`config.mk`:
```
export PLATFORM = sky130hd
export DESIGN_NAME = hdt_core
export DESIGN_NICKNAME = d
export VERILOG_FILES = /design/src/pkg/hdt_pkg.sv /design/src/core/hdt_core.sv
export SDC_FILE = /design/constraint.sdc
export NUM_CORES = 1
export LEC_CHECK = 0
export BUFFER_PORTS_ARGS = -buffer_cell sky130_fd_sc_hd__buf_2
export CAP_MARGIN = 20
export CORE_UTILIZATION = 46
export DETAILED_ROUTE_END_ITERATION = 12
export GPL_ROUTABILITY_DRIVEN = 0
export HOLD_SLACK_MARGIN = 0.08
export PLACE_DENSITY_LB_ADDON = 0.3
export SLEW_MARGIN = 20
export SYNTH_ARGS = -nofsm -noshare
export SYNTH_HDL_FRONTEND = slang
export SYNTH_SLANG_ARGS = --single-unit
```
`constraint.sdc`:
```
create_clock -name clk_sys -period 3.9 [get_ports clk_sys]
set_input_delay 0.585 -clock clk_sys [delete_from_list [all_inputs] [get_ports clk_sys]]
set_output_delay 0.585 -clock clk_sys [all_outputs]
set_load 0.01 [all_outputs]
```
`src/pkg/hdt_pkg.sv`:
```
// shared constants and types for the hdlc transmit / transparent block
package hdt_pkg;
  // register indices; byte address is four times the index
  localparam logic [7:0] IDX_FIFO_LAST = 8'h1f;
  localparam logic [7:0] IDX_IRQ = 8'h20;
  localparam logic [7:0] IDX_STAT = 8'h21;
  localparam logic [7:0] IDX_MODE = 8'h22;
  localparam logic [7:0] IDX_EXMODE = 8'h23;
  localparam logic [7:0] IDX_RXSTAT = 8'h28;
  localparam logic [7:0] IDX_TEST = 8'h29;
  localparam logic [7:0] IDX_CHSEL = 8'h2a;
  // reset values
  localparam logic [7:0] RST_IRQ = 8'h10;
  localparam logic [7:0] RST_MASK = 8'hff;
  localparam logic [7:0] RST_MODE = 8'hc0;
  localparam logic [7:0] RST_EXMODE = 8'h00;
  localparam logic [7:0] RST_RXSTAT = 8'h0f;
  localparam logic [2:0] RST_CHSEL = 3'h1;
  // bit positions
  localparam int IRQ_RME = 7;
  localparam int IRQ_RFO = 5;
  localparam int IRQ_XPR = 4;
  localparam int IRQ_XMR = 3;
  localparam int IRQ_XDU = 2;
  localparam int CMD_XTF = 3;
  localparam int CMD_XME = 1;
  localparam int CMD_TRANSMITTER_RESET_CMD = 0;
  localparam int EX_XFBS = 7;
  localparam int EX_SRA = 4;
  localparam int EX_TX_CHECK_DISABLE = 3;
  localparam int EX_ITF = 0;
  // mode and framing
  localparam logic [2:0] MODE_EXT = 3'h4;
  localparam logic [7:0] FLAG = 8'h7e;
  localparam logic [15:0] CRC_INIT = 16'hffff;
  localparam logic [15:0] CRC_POLY = 16'h8408;
  localparam logic [4:0] ABORT_BITS = 5'h07;
  localparam logic [2:0] STUFF_ONES = 3'h5;
  localparam logic [6:0] BLK_SMALL = 7'h10;
  localparam logic [6:0] BLK_LARGE = 7'h20;
  localparam logic [6:0] TXF_SIZE = 7'h40;
  // bit positions of the channels inside a 32-bit serial frame
  localparam logic [4:0] POS_B2 = 5'h08;
  localparam logic [4:0] POS_B2_END = 5'h10;
  localparam logic [4:0] POS_D = 5'h18;
  localparam logic [4:0] POS_D_END = 5'h1a;
  typedef enum logic [2:0] {TS_IDLE, TS_OPEN, TS_DATA, TS_CRC, TS_CLOSE, TS_ABORT} hdt_txs_t;
endpackage

```
`src/core/hdt_core.sv`:
```
// hdlc d-channel transmitter, receiver and transparent mode with apb registers
//
// Decided for this implementation: the placing of the registers and the APB register port.
`timescale 1ns/100ps
module hdt_core
  import hdt_pkg::*;
#(
  parameter int RX_DEPTH = 32
) (
  input wire logic clk_sys,
  input wire logic rst,
  input wire logic ce,
  input wire logic psel,
  input wire logic penable,
  input wire logic pwrite,
  input wire logic [9:0] paddr,
  input wire logic [31:0] pwdata,
  output logic [31:0] prdata,
  output logic pready,
  output logic pslverr,
  input wire logic dataClk,
  input wire logic frameSync,
  input wire logic serialRxLine,
  input wire logic stopGo,
  output logic txLine,
  output logic txLineOe,
  output logic hdlcIrq
);
  localparam int RXW = $clog2(RX_DEPTH);

  function automatic logic inSlot(input logic [4:0] p, input logic [2:0] en);
    inSlot = (en[1] && p < POS_B2) || (en[2] && p >= POS_B2 && p < POS_B2_END)
      || (en[0] && p >= POS_D && p < POS_D_END);
  endfunction

  function automatic logic [15:0] crcStep(input logic [15:0] c, input logic b);
    crcStep = (c >> 1) ^ ((c[0] ^ b) ? CRC_POLY : 16'h0000);
  endfunction

  logic [31:0] prdata_ff;
  logic pready_ff, pslverr_ff, txLine_ff, txLineOe_ff, hdlcIrq_ff;
  logic [7:0] istat_ff, mask_ff, mode_ff, extended_mode_cfg_ff, rxStat_ff;
  logic [2:0] chsel_ff;
  logic loop_ff, tx_block_overflow_ff, itfEff_ff;
  logic [3:0] sync1_ff, sync2_ff;
  logic dclkD_ff, firstPend_ff;
  logic [4:0] bitPos_ff;
  logic [7:0] txMem [64];
  logic [6:0] txWr_ff, txRd_ff, txRel_ff, txCom_ff, txEnd_ff, sent_ff, blkWr_ff, blkSz_ff;
  logic endValid_ff, firstBlk_ff, xprWait_ff, xprEnd_ff;
  hdt_txs_t txState_ff, ldState;
  logic [15:0] txShift_ff, ldShift, txCrc_ff;
  logic [4:0] txCnt_ff, ldCnt;
  logic [2:0] txOnes_ff;
  logic pop, underrun, frameDone;
  logic [7:0] rxMem [RX_DEPTH];
  logic [RXW:0] rxWr_ff, rxRd_ff;
  logic [7:0] rxHist_ff, rxSh_ff;
  logic [2:0] rxCnt_ff, rxOnes_ff;
  logic rxIn_ff, rxGot_ff, rxRun_ff;

  assign prdata = prdata_ff;
  assign pready = pready_ff;
  assign pslverr = pslverr_ff;
  assign txLine = txLine_ff;
  assign txLineOe = txLineOe_ff;
  assign hdlcIrq = hdlcIrq_ff;

  // apb decode
  wire [7:0] idx = paddr[9:2];
  wire setup = psel && !penable;
  wire acc = ce && psel && penable && pready_ff;
  wire wr = acc && pwrite;
  wire rd = acc && !pwrite;
  wire isFifo = idx <= IDX_FIFO_LAST;
  wire mapped = isFifo || idx == IDX_IRQ || idx == IDX_STAT || idx == IDX_MODE
    || idx == IDX_EXMODE || idx == IDX_RXSTAT || idx == IDX_TEST || idx == IDX_CHSEL;
  wire cmdWr = wr && idx == IDX_STAT;
  wire xresCmd = cmdWr && pwdata[CMD_TRANSMITTER_RESET_CMD];
  wire xtfCmd = cmdWr && pwdata[CMD_XTF];
  wire xmeCmd = cmdWr && pwdata[CMD_XME];
  wire [6:0] blkNew = extended_mode_cfg_ff[EX_XFBS] ? BLK_SMALL : BLK_LARGE;

  // configuration
  wire extMode = mode_ff[7:5] == MODE_EXT;
  wire collMode = !mode_ff[2] && mode_ff[0];
  wire crcOff = extended_mode_cfg_ff[EX_TX_CHECK_DISABLE];

  // serial bus timing on the sampled data clock
  wire dclk = sync2_ff[0];
  wire fs = sync2_ff[1];
  wire stopS = sync2_ff[3];
  wire edgeT = ce && dclk && !dclkD_ff;
  wire [4:0] posNow = fs ? 5'h00 : bitPos_ff + 5'h01;
  wire slotNow = inSlot(posNow, chsel_ff);
  wire bitTick = edgeT && slotNow;
  wire firstSlot = bitTick && (fs || firstPend_ff);

  // transmit fifo state
  wire txLock = istat_ff[IRQ_XMR] || istat_ff[IRQ_XDU];
  wire [6:0] txFree = TXF_SIZE - (txWr_ff - txRel_ff);
  wire endHere = endValid_ff && txRd_ff == txEnd_ff;
  wire avail = txRd_ff != txCom_ff && !endHere;
  wire [7:0] curByte = txMem[txRd_ff[5:0]];
  wire sending = txState_ff inside {TS_OPEN, TS_DATA, TS_CRC, TS_CLOSE};
  wire collide = ce && collMode && stopS && sending;
  wire xmrEv = collide && (extMode || firstBlk_ff);
  wire retryEv = collide && !xmrEv;
  wire startOk = firstSlot && avail && !txLock && !(collMode && stopS);
  wire stuff = !extMode && txState_ff inside {TS_DATA, TS_CRC}
    && txOnes_ff == STUFF_ONES;
  wire txBitNow = stuff ? 1'b0 : ldShift[0];
  wire tickGo = bitTick && !stuff && !xresCmd && !collide;
  wire popEv = tickGo && pop;
  wire undEv = tickGo && underrun;
  wire frameEv = tickGo && frameDone;
  wire txClear = xresCmd || xmrEv || undEv;
  wire fifoWr = wr && isFifo && !txLock && !txClear;
  wire [15:0] fill = (itfEff_ff && !extMode) ? {8'h00, FLAG} : 16'h00ff;
  wire blkDone = popEv && sent_ff + 7'h01 == blkSz_ff;

  // next byte or field to shift out once the current one is done
  always_comb begin
    ldState = txState_ff;
    ldShift = txShift_ff;
    ldCnt = txCnt_ff;
    pop = 1'b0;
    underrun = 1'b0;
    frameDone = 1'b0;
    if (txCnt_ff == 5'h00 || (txState_ff == TS_IDLE && startOk)) begin
      ldCnt = 5'h08;
      case (txState_ff)
        TS_IDLE: begin
          if (startOk && extMode) begin
            ldState = TS_DATA;
            ldShift = {8'h00, curByte};
            pop = 1'b1;
          end else if (startOk) begin
            ldState = TS_OPEN;
            ldShift = {8'h00, FLAG};
          end else begin
            ldShift = fill;
          end
        end
        TS_OPEN, TS_DATA: begin
          if (avail) begin
            ldState = TS_DATA;
            ldShift = {8'h00, curByte};
            pop = 1'b1;
          end else if (endHere && extMode) begin
            ldState = TS_IDLE;
            ldShift = 16'h00ff;
            frameDone = 1'b1;
          end else if (endHere && !crcOff) begin
            ldState = TS_CRC;
            ldShift = ~txCrc_ff;
            ldCnt = 5'h10;
          end else if (endHere) begin
            ldState = TS_CLOSE;
            ldShift = {8'h00, FLAG};
          end else begin
            ldState = TS_ABORT;
            ldShift = 16'h007f;
            ldCnt = ABORT_BITS;
            underrun = 1'b1;
          end
        end
        TS_CRC: begin
          ldState = TS_CLOSE;
          ldShift = {8'h00, FLAG};
        end
        default: begin
          ldState = TS_IDLE;
          ldShift = fill;
          frameDone = txState_ff == TS_CLOSE;
        end
      endcase
    end
  end

  // receive path
  wire rxBit = loop_ff ? txBitNow : sync2_ff[2];
  wire [7:0] histN = {rxBit, rxHist_ff[7:1]};
  wire [7:0] rxByte = {rxBit, rxSh_ff[7:1]};
  wire rxFlag = !extMode && histN == FLAG;
  wire rxSix = !extMode && rxOnes_ff == STUFF_ONES && rxBit;
  wire rxDestuff = !extMode && rxOnes_ff == STUFF_ONES && !rxBit;
  wire rxTake = extMode ? (rxRun_ff || firstSlot) : (rxIn_ff && !rxFlag && !rxSix && !rxDestuff);
  // the first transparent byte restarts the bit count so bytes stay frame aligned
  wire rxAlign = extMode && firstSlot && !rxRun_ff;
  wire rxPush = bitTick && rxTake && rxCnt_ff == 3'h7 && !rxAlign;
  wire rxFull = rxWr_ff - rxRd_ff == (RXW+1)'(RX_DEPTH);
  wire rxEmpty = rxWr_ff == rxRd_ff;
  wire rxPop = rd && isFifo && !rxEmpty;
  wire rfoEv = rxPush && rxFull && !extended_mode_cfg_ff[EX_SRA];
  wire rmeEv = bitTick && rxSix && rxIn_ff && rxGot_ff;
  wire xprEv = xresCmd || (xprWait_ff && txFree >= blkSz_ff)
    || (frameEv && xprEnd_ff);
  wire [7:0] setVec = {rmeEv, 1'b0, rfoEv, xprEv, xmrEv, undEv, 2'b00};
  wire rdIrq = rd && idx == IDX_IRQ;
  wire irqAny = |(istat_ff & ~mask_ff);
  wire [7:0] rdData = isFifo ? rxMem[rxRd_ff[RXW-1:0]]
    : idx == IDX_IRQ ? istat_ff
    : idx == IDX_STAT ? {tx_block_overflow_ff, !txLock && txFree >= blkSz_ff, 6'h00}
    : idx == IDX_MODE ? mode_ff
    : idx == IDX_EXMODE ? extended_mode_cfg_ff
    : idx == IDX_RXSTAT ? rxStat_ff
    : idx == IDX_TEST ? {7'h00, loop_ff}
    : idx == IDX_CHSEL ? {5'h00, chsel_ff} : 8'h00;

  // bus slave and registers; read data is caught in the setup cycle
  always_ff @(posedge clk_sys) begin
    if (rst) begin
      prdata_ff <= 32'h0000_0000;
      pready_ff <= 1'b0;
      pslverr_ff <= 1'b0;
      mask_ff <= RST_MASK;
      mode_ff <= RST_MODE;
      extended_mode_cfg_ff <= RST_EXMODE;
      chsel_ff <= RST_CHSEL;
      loop_ff <= 1'b0;
      istat_ff <= RST_IRQ;
      hdlcIrq_ff <= 1'b0;
    end else if (ce) begin
      pready_ff <= setup;
      pslverr_ff <= setup && !mapped;
      if (setup) prdata_ff <= {24'h00_0000, rdData};
      if (wr && idx == IDX_IRQ) mask_ff <= pwdata[7:0];
      if (wr && idx == IDX_MODE) mode_ff <= pwdata[7:0];
      if (wr && idx == IDX_EXMODE) extended_mode_cfg_ff <= pwdata[7:0];
      if (wr && idx == IDX_TEST) loop_ff <= pwdata[0];
      if (wr && idx == IDX_CHSEL) chsel_ff <= pwdata[2:0];
      // only bits seen by the read are cleared; a new event wins
      istat_ff <= (istat_ff & ~(rdIrq ? prdata_ff[7:0] : 8'h00)) | setVec;
      hdlcIrq_ff <= irqAny;
    end
  end

  // input synchronisers and serial frame position
  always_ff @(posedge clk_sys) begin
    if (rst) begin
      sync1_ff <= 4'h0;
      sync2_ff <= 4'h0;
      dclkD_ff <= 1'b0;
      bitPos_ff <= 5'h00;
      firstPend_ff <= 1'b0;
      txLineOe_ff <= 1'b0;
    end else if (ce) begin
      sync1_ff <= {stopGo, serialRxLine, frameSync, dataClk};
      sync2_ff <= sync1_ff;
      dclkD_ff <= dclk;
      if (edgeT) begin
        bitPos_ff <= posNow;
        firstPend_ff <= (fs || firstPend_ff) && !slotNow;
        txLineOe_ff <= slotNow;
      end
    end
  end

  // transmit fifo pointers, commands and pool ready bookkeeping
  always_ff @(posedge clk_sys) begin
    if (fifoWr) txMem[txWr_ff[5:0]] <= pwdata[7:0];
  end

  always_ff @(posedge clk_sys) begin
    if (rst) begin
      txWr_ff <= 7'h00;
      txRd_ff <= 7'h00;
      txRel_ff <= 7'h00;
      txCom_ff <= 7'h00;
      txEnd_ff <= 7'h00;
      sent_ff <= 7'h00;
      blkWr_ff <= 7'h00;
      blkSz_ff <= BLK_LARGE;
      endValid_ff <= 1'b0;
      firstBlk_ff <= 1'b0;
      xprWait_ff <= 1'b0;
      xprEnd_ff <= 1'b0;
      tx_block_overflow_ff <= 1'b0;
      itfEff_ff <= 1'b0;
    end else if (ce) begin
      if (txClear) begin
        txWr_ff <= 7'h00;
        txRd_ff <= 7'h00;
        txRel_ff <= 7'h00;
        txCom_ff <= 7'h00;
        endValid_ff <= 1'b0;
        sent_ff <= 7'h00;
        blkWr_ff <= 7'h00;
        firstBlk_ff <= 1'b0;
        xprEnd_ff <= 1'b0;
      end else begin
        if (fifoWr) begin
          txWr_ff <= txWr_ff + 7'h01;
          blkWr_ff <= blkWr_ff + 7'h01;
          if (blkWr_ff >= blkSz_ff) tx_block_overflow_ff <= 1'b1;
        end
        if (xtfCmd || xmeCmd) begin
          txCom_ff <= txWr_ff;
          blkWr_ff <= 7'h00;
        end
        if (xmeCmd) begin
          endValid_ff <= 1'b1;
          txEnd_ff <= txWr_ff;
        end
        if (xtfCmd && xmeCmd) xprEnd_ff <= 1'b1;
        if (retryEv) begin
          txRd_ff <= txRel_ff;
          sent_ff <= 7'h00;
        end else if (frameEv) begin
          txRel_ff <= txRd_ff;
          sent_ff <= 7'h00;
          endValid_ff <= 1'b0;
          firstBlk_ff <= 1'b0;
          xprEnd_ff <= 1'b0;
        end else if (popEv) begin
          txRd_ff <= txRd_ff + 7'h01;
          sent_ff <= blkDone ? 7'h00 : sent_ff + 7'h01;
          if (blkDone) begin
            txRel_ff <= txRd_ff + 7'h01;
            firstBlk_ff <= 1'b1;
          end
        end
      end
      if (xresCmd) tx_block_overflow_ff <= 1'b0;
      if (xtfCmd || xmeCmd || xresCmd) blkSz_ff <= blkNew;
      if ((xtfCmd || xmeCmd) && !(xtfCmd && xmeCmd)) begin
        xprWait_ff <= 1'b1;
      end else if (xresCmd || (xprWait_ff && txFree >= blkSz_ff)) begin
        xprWait_ff <= 1'b0;
      end
      if (xresCmd || frameEv) itfEff_ff <= extended_mode_cfg_ff[EX_ITF];
    end
  end

  // bit serialiser with stuffing and check sequence
  always_ff @(posedge clk_sys) begin
    if (rst) begin
      txState_ff <= TS_IDLE;
      txShift_ff <= 16'h0000;
      txCnt_ff <= 5'h00;
      txOnes_ff <= 3'h0;
      txCrc_ff <= CRC_INIT;
      txLine_ff <= 1'b1;
    end else if (ce) begin
      if (xresCmd) begin
        txState_ff <= TS_ABORT;
        txShift_ff <= 16'h007f;
        txCnt_ff <= ABORT_BITS;
        txOnes_ff <= 3'h0;
      end else if (collide) begin
        txState_ff <= TS_IDLE;
        txCnt_ff <= 5'h00;
        txOnes_ff <= 3'h0;
      end else if (bitTick) begin
        txLine_ff <= txBitNow;
        if (!stuff) begin
          txState_ff <= ldState;
          txShift_ff <= ldShift >> 1;
          txCnt_ff <= ldCnt - 5'h01;
        end
        txOnes_ff <= (!stuff && txBitNow && ldState inside {TS_DATA, TS_CRC})
          ? txOnes_ff + 3'h1 : 3'h0;
        if (ldState == TS_OPEN) begin
          txCrc_ff <= CRC_INIT;
        end else if (!stuff && ldState == TS_DATA) begin
          txCrc_ff <= crcStep(txCrc_ff, txBitNow);
        end
      end else if (edgeT) begin
        txLine_ff <= 1'b1;
      end
    end
  end

  // receiver: flag hunt and destuffing, or raw aligned bytes
  always_ff @(posedge clk_sys) begin
    if (rxPush && !rxFull) rxMem[rxWr_ff[RXW-1:0]] <= rxByte;
  end

  always_ff @(posedge clk_sys) begin
    if (rst) begin
      rxWr_ff <= '0;
      rxRd_ff <= '0;
      rxHist_ff <= 8'h00;
      rxSh_ff <= 8'h00;
      rxCnt_ff <= 3'h0;
      rxOnes_ff <= 3'h0;
      rxIn_ff <= 1'b0;
      rxGot_ff <= 1'b0;
      rxRun_ff <= 1'b0;
      rxStat_ff <= RST_RXSTAT;
    end else if (ce) begin
      if (rxPop) rxRd_ff <= rxRd_ff + (RXW+1)'(1);
      if (!extMode) rxRun_ff <= 1'b0;
      if (bitTick) begin
        rxHist_ff <= histN;
        rxOnes_ff <= rxBit ? (rxOnes_ff == 3'h7 ? 3'h7 : rxOnes_ff + 3'h1) : 3'h0;
        if (extMode && firstSlot) rxRun_ff <= 1'b1;
        if (rxFlag) begin
          rxIn_ff <= 1'b1;
          rxCnt_ff <= 3'h0;
          rxGot_ff <= 1'b0;
        end else if (rxSix) begin
          rxIn_ff <= 1'b0;
        end else if (rxTake) begin
          rxSh_ff <= rxByte;
          rxCnt_ff <= rxAlign ? 3'h1 : rxCnt_ff + 3'h1;
        end
        if (rxPush) begin
          rxGot_ff <= 1'b1;
          if (!rxFull) rxWr_ff <= rxWr_ff + (RXW+1)'(1);
          if (extMode) rxStat_ff <= rxByte;
        end
      end
    end
  end
endmodule

```
==> flow_metrics.py <==
metrics = {
    "power_and_ir_drop": {
        "comb_power_share_pct": 1.1,
        "ir_worst_vdd_mv": 0.428,
        "switching_power_mw": 4.23,
        "p_clk_share_pct": 46.3,
        "p_int_mw": 17.2,
        "p_leak_nw": 15.8,
        "swShare_pct": 19.8,
        "p_seq_share_pct": 52.6,
        "power_density_nw_per_um2": 461,
    },
    "clocking": {
        "cts_tree": "done",
        "cts_made_buffers": 99,
        "cts_sinks": 985,
        "path_clk_slew_ns": 0.06,
        "cts_root_buffer": "clkbuf_16",
        "ctsHoldBuffers": 0,
        "cts_buffer_depth": 3,
        "clock_latency_ns": 0.67,
        "htreeDepth": 3,
    },
    "cells_and_area": {
        "fillers": 6888,
        "finalNetCount": 2871,
        "layout-drive-gt1-share_pct": 22.4,
        "instances_no_fill": 4013,
        "area_growth_pct": 14.5,
        "diodes": 0,
    },
    "setup_path": {
        "path_cells": "xnor2_1 -> nand4_1 -> nor4_1 -> buf_4 -> nor2_1 -> o211ai_1 -> nand2_1 -> nor4_2 -> buf_4 -> nor3_1 -> buf_4 -> nand2_1 -> clkinvlp_4",
        "cp_common_cell": "buf_4",
        "critPathTopFamily": "simple AND/OR/NAND/NOR gates",
        "path_buf_inv": 4,
        "critical_path_class": "reg -> reg",
        "r2r_slack_ns": 0.14,
        "cpPeakStageDelay_ns": 0.59,
        "worstPathArrival_ns": 4.09,
        "crit_required_ns": 4.23,
        "cp-end-kind": "register",
        "critPathSlowestCell": "dfxtp_1",
        "crit_path_start_kind": "register",
        "cp_max_fo": 10,
    },
    "synth": {
        "synthTopCellsByCount": "edfxtp_1, nor2_1, mux4_2, dfxtp_1, nand2_1",
        "synth_mux_area_share_pct": 15.0,
        "synthCells": 2614,
        "ys_ff_latch": 985,
        "synth_top_family_by_area": "multiplexers",
        "ys_types": 79,
        "synth-compound-area-share_pct": 4.88,
        "synth_top_area_share_pct": 56.9,
        "synth_edf_count": 768,
        "ys_async_sr_fraction_pct": 0,
        "synthFlopType": "edfxtp_1",
        "synth.area.top_cells": "edfxtp_1, mux4_2, dfxtp_1",
        "syn_area_per_cell_um2": 15.5,
        "ys_seq_area_share_pct": 67.6,
        "synth_simple_gate_area_share_pct": 7.84,
        "ys_warn_count": 0,
        "synth_xor_area_share_pct": 1.10,
        "synth.most_common_cell": "edfxtp_1",
        "synthAdderAreaFrac_pct": 1.34,
        "synth_area_leader_cell": "edfxtp_1",
        "syn-cell-area_um2": 40600,
    },
    "drt": {
        "met3_wirelength_mm": 5.77,
        "wl_met1_mm": 40.6,
        "dr.pass1.iters": 6,
        "maxUsedRoutingLayer": "met4",
        "wl_met2_mm": 44.6,
        "drt_wl_total_mm": 93.7,
        "via_count": 23593,
        "ant_nets": 0,
        "routedWlPerCell_um": 23.4,
        "vias_per_cell": 5.88,
        "drtIter0Drc": 2248,
        "post-route-drc-count": 0,
    },
    "placed_design": {
        "portBuffers": 38,
        "placed_cells": 3830,
        "dp_hpwl_mm": 62.2,
    },
    "die": {
        "start_util_pct": 46.6,
        "die_y_um": 299,
        "core_um2": 87000,
        "rows": 108,
        "die-area_um2": 89400,
        "die_w_um": 299,
        "design.portCount": 89,
    },
    "sta": {
        "finalSetupViolCount": 0,
        "finClkSkew_ns": 0.0507,
        "slew_headroom_pct": 42.2,
        "hold_ws_ns": 0.164,
        "slew_viol_final": 0,
        "fmax_ghz": 0.266,
        "hold_violations": 0,
        "finalCritPeriodShare_pct": 96.5,
        "fin_crit_ns": 3.76,
        "tightestPinTransition_ns": 0.845,
    },
    "global_routing": {
        "grt_usage_pct": 20.9,
        "grt_max_degree": 113,
        "grt_pass1_wl_mm": 142,
        "grt_overflow_total": 0,
        "antenna_found_initial": 1,
        "grt_pass1_vias": 23514,
    },
    "job": {
        "maxCapViolations": 0,
    },
    "min_path": {
        "hold_class": "in -> reg",
    },
    "status": {
        "status": "finished, final reports clean",
    },
}
## final timing paths
| path | startpoint | endpoint | cells after the start |
|---|---|---|---|
| setup / recovery | txRd_ff[4]$_SDFFE_PP0P_ | rxMem[15][4]$_DFFE_PP_ | 13 |
| setup reg to reg | txRd_ff[4]$_SDFFE_PP0P_ | rxMem[15][4]$_DFFE_PP_ | 13 |
| hold / removal | dataClk | sync1_ff[0]$_SDFFE_PP0P_ | 3 |
| hold reg to reg | txCom_ff[4]$_SDFFE_PP0P_ | txCom_ff[4]$_SDFFE_PP0P_ | 2 |
## power by group through the flow
stage / clock [mW] / sequential (mW) / combinational, mW
2_1_floorplan: 0 / 11.5 / 0.107
3_3_place_gp: 0 / 11.5 / 0.228
5_1_grt: 10.5 / 11.3 / 0.263
6_report: 9.90 / 11.3 / 0.242
3_5_place_dp: 0 / 11.5 / 0.241
4_1_cts: 10.1 / 11.3 / 0.240
## flip-flops by register name, indices dropped and copies added, names as in the netlist, 8 cells and up, named ones only
signal and cells:
txMem 512, rxMem 256, txCrc_ff 16, txShift_ff 15
extended_mode_cfg_ff 8, istat_ff 8, mask_ff 8, mode_ff 8
prdata 8, rxStat_ff 8
## placed cells by master, fill, tap and decap left out, drive strengths merged, types with 32 or more instances in the layout
master / instances
xnor2: 32
o21ai: 45
clkbuf: 117
nor2: 238
and3: 40
a21oi: 115
buf: 203
edfxtp: 768
inv: 47
ha: 41
clkinv: 46
mux4: 226
nor3: 54
mux2i: 92
dfxtp: 217
nand2: 199
nand3: 53
## layer usage
| layer | up-vias | GRT usage [%] |
|---|---|---|
| met5 | - | 0 |
| met4 | 0 | 6.88 |
| met3 | 169 | 3.14 |
| met2 | 878 | 33.5 |
| met1 | 12115 | 29.4 |
| li1 | 10431 | - |
## kinds of logic after synthesis
kind of cell | Yosys count
AND/OR/NAND/NOR | 693
flip-flops | 985
buffers and inverters | 210
other | 1
adder cells (fa/ha/maj) | 43
multiplexers | 324
AO/OA/AOI/OAI | 307
XOR/XNOR | 51
## area by class of cell
| type | instances | area, µm² | area share, % |
|---|---|---|---|
| multi-input combinational | 1442 | 12400 | 26.7 |
| clock inverter | 65 | 747 | 1.61 |
| sequential | 985 | 27400 | 59.0 |
| clock buffer | 117 | 2690 | 5.80 |
| inverter | 46 | 176 | 0.380 |
| timing repair buffer | 203 | 1560 | 3.37 |
| tap | 1155 | 1450 | 3.11 |
## stage by stage
stage                     utilization, %  setup WS (ns)  cell area (µm²)  setup TNS (ns)  power [mW]
after floorplan                        -          0.265            40700               0        11.6
after global placement              49.3        -0.0524            42900          -0.522        11.7
after detailed placement            49.3         -0.143            42900           -3.84        11.7
after CTS                           53.3         0.0720            46400               0        21.6
after global routing                53.4       -0.00998            46400        -0.00998        22.0
final                               53.4          0.135            46400               0        21.4
## timing repair
action                     4_1_cts  5_1_grt
setup buffers                    0        1
setup endpoints to repair        2      421
pin swaps                        0        1
gates resized for setup          1       35
## worst register-to-register path: stages (launching register included)
cell	delay, ns
dfxtp_1	0.59
xnor2_1	0.18
nand4_1	0.21
nor4_1	0.52
buf_4	0.23
nor2_1	0.07
o211ai_1	0.29
nand2_1	0.19
nor4_2	0.27
buf_4	0.20
nor3_1	0.06
buf_4	0.20
nand2_1	0.16
clkinvlp_4	0.25
(Power assumes the default switching activity.)
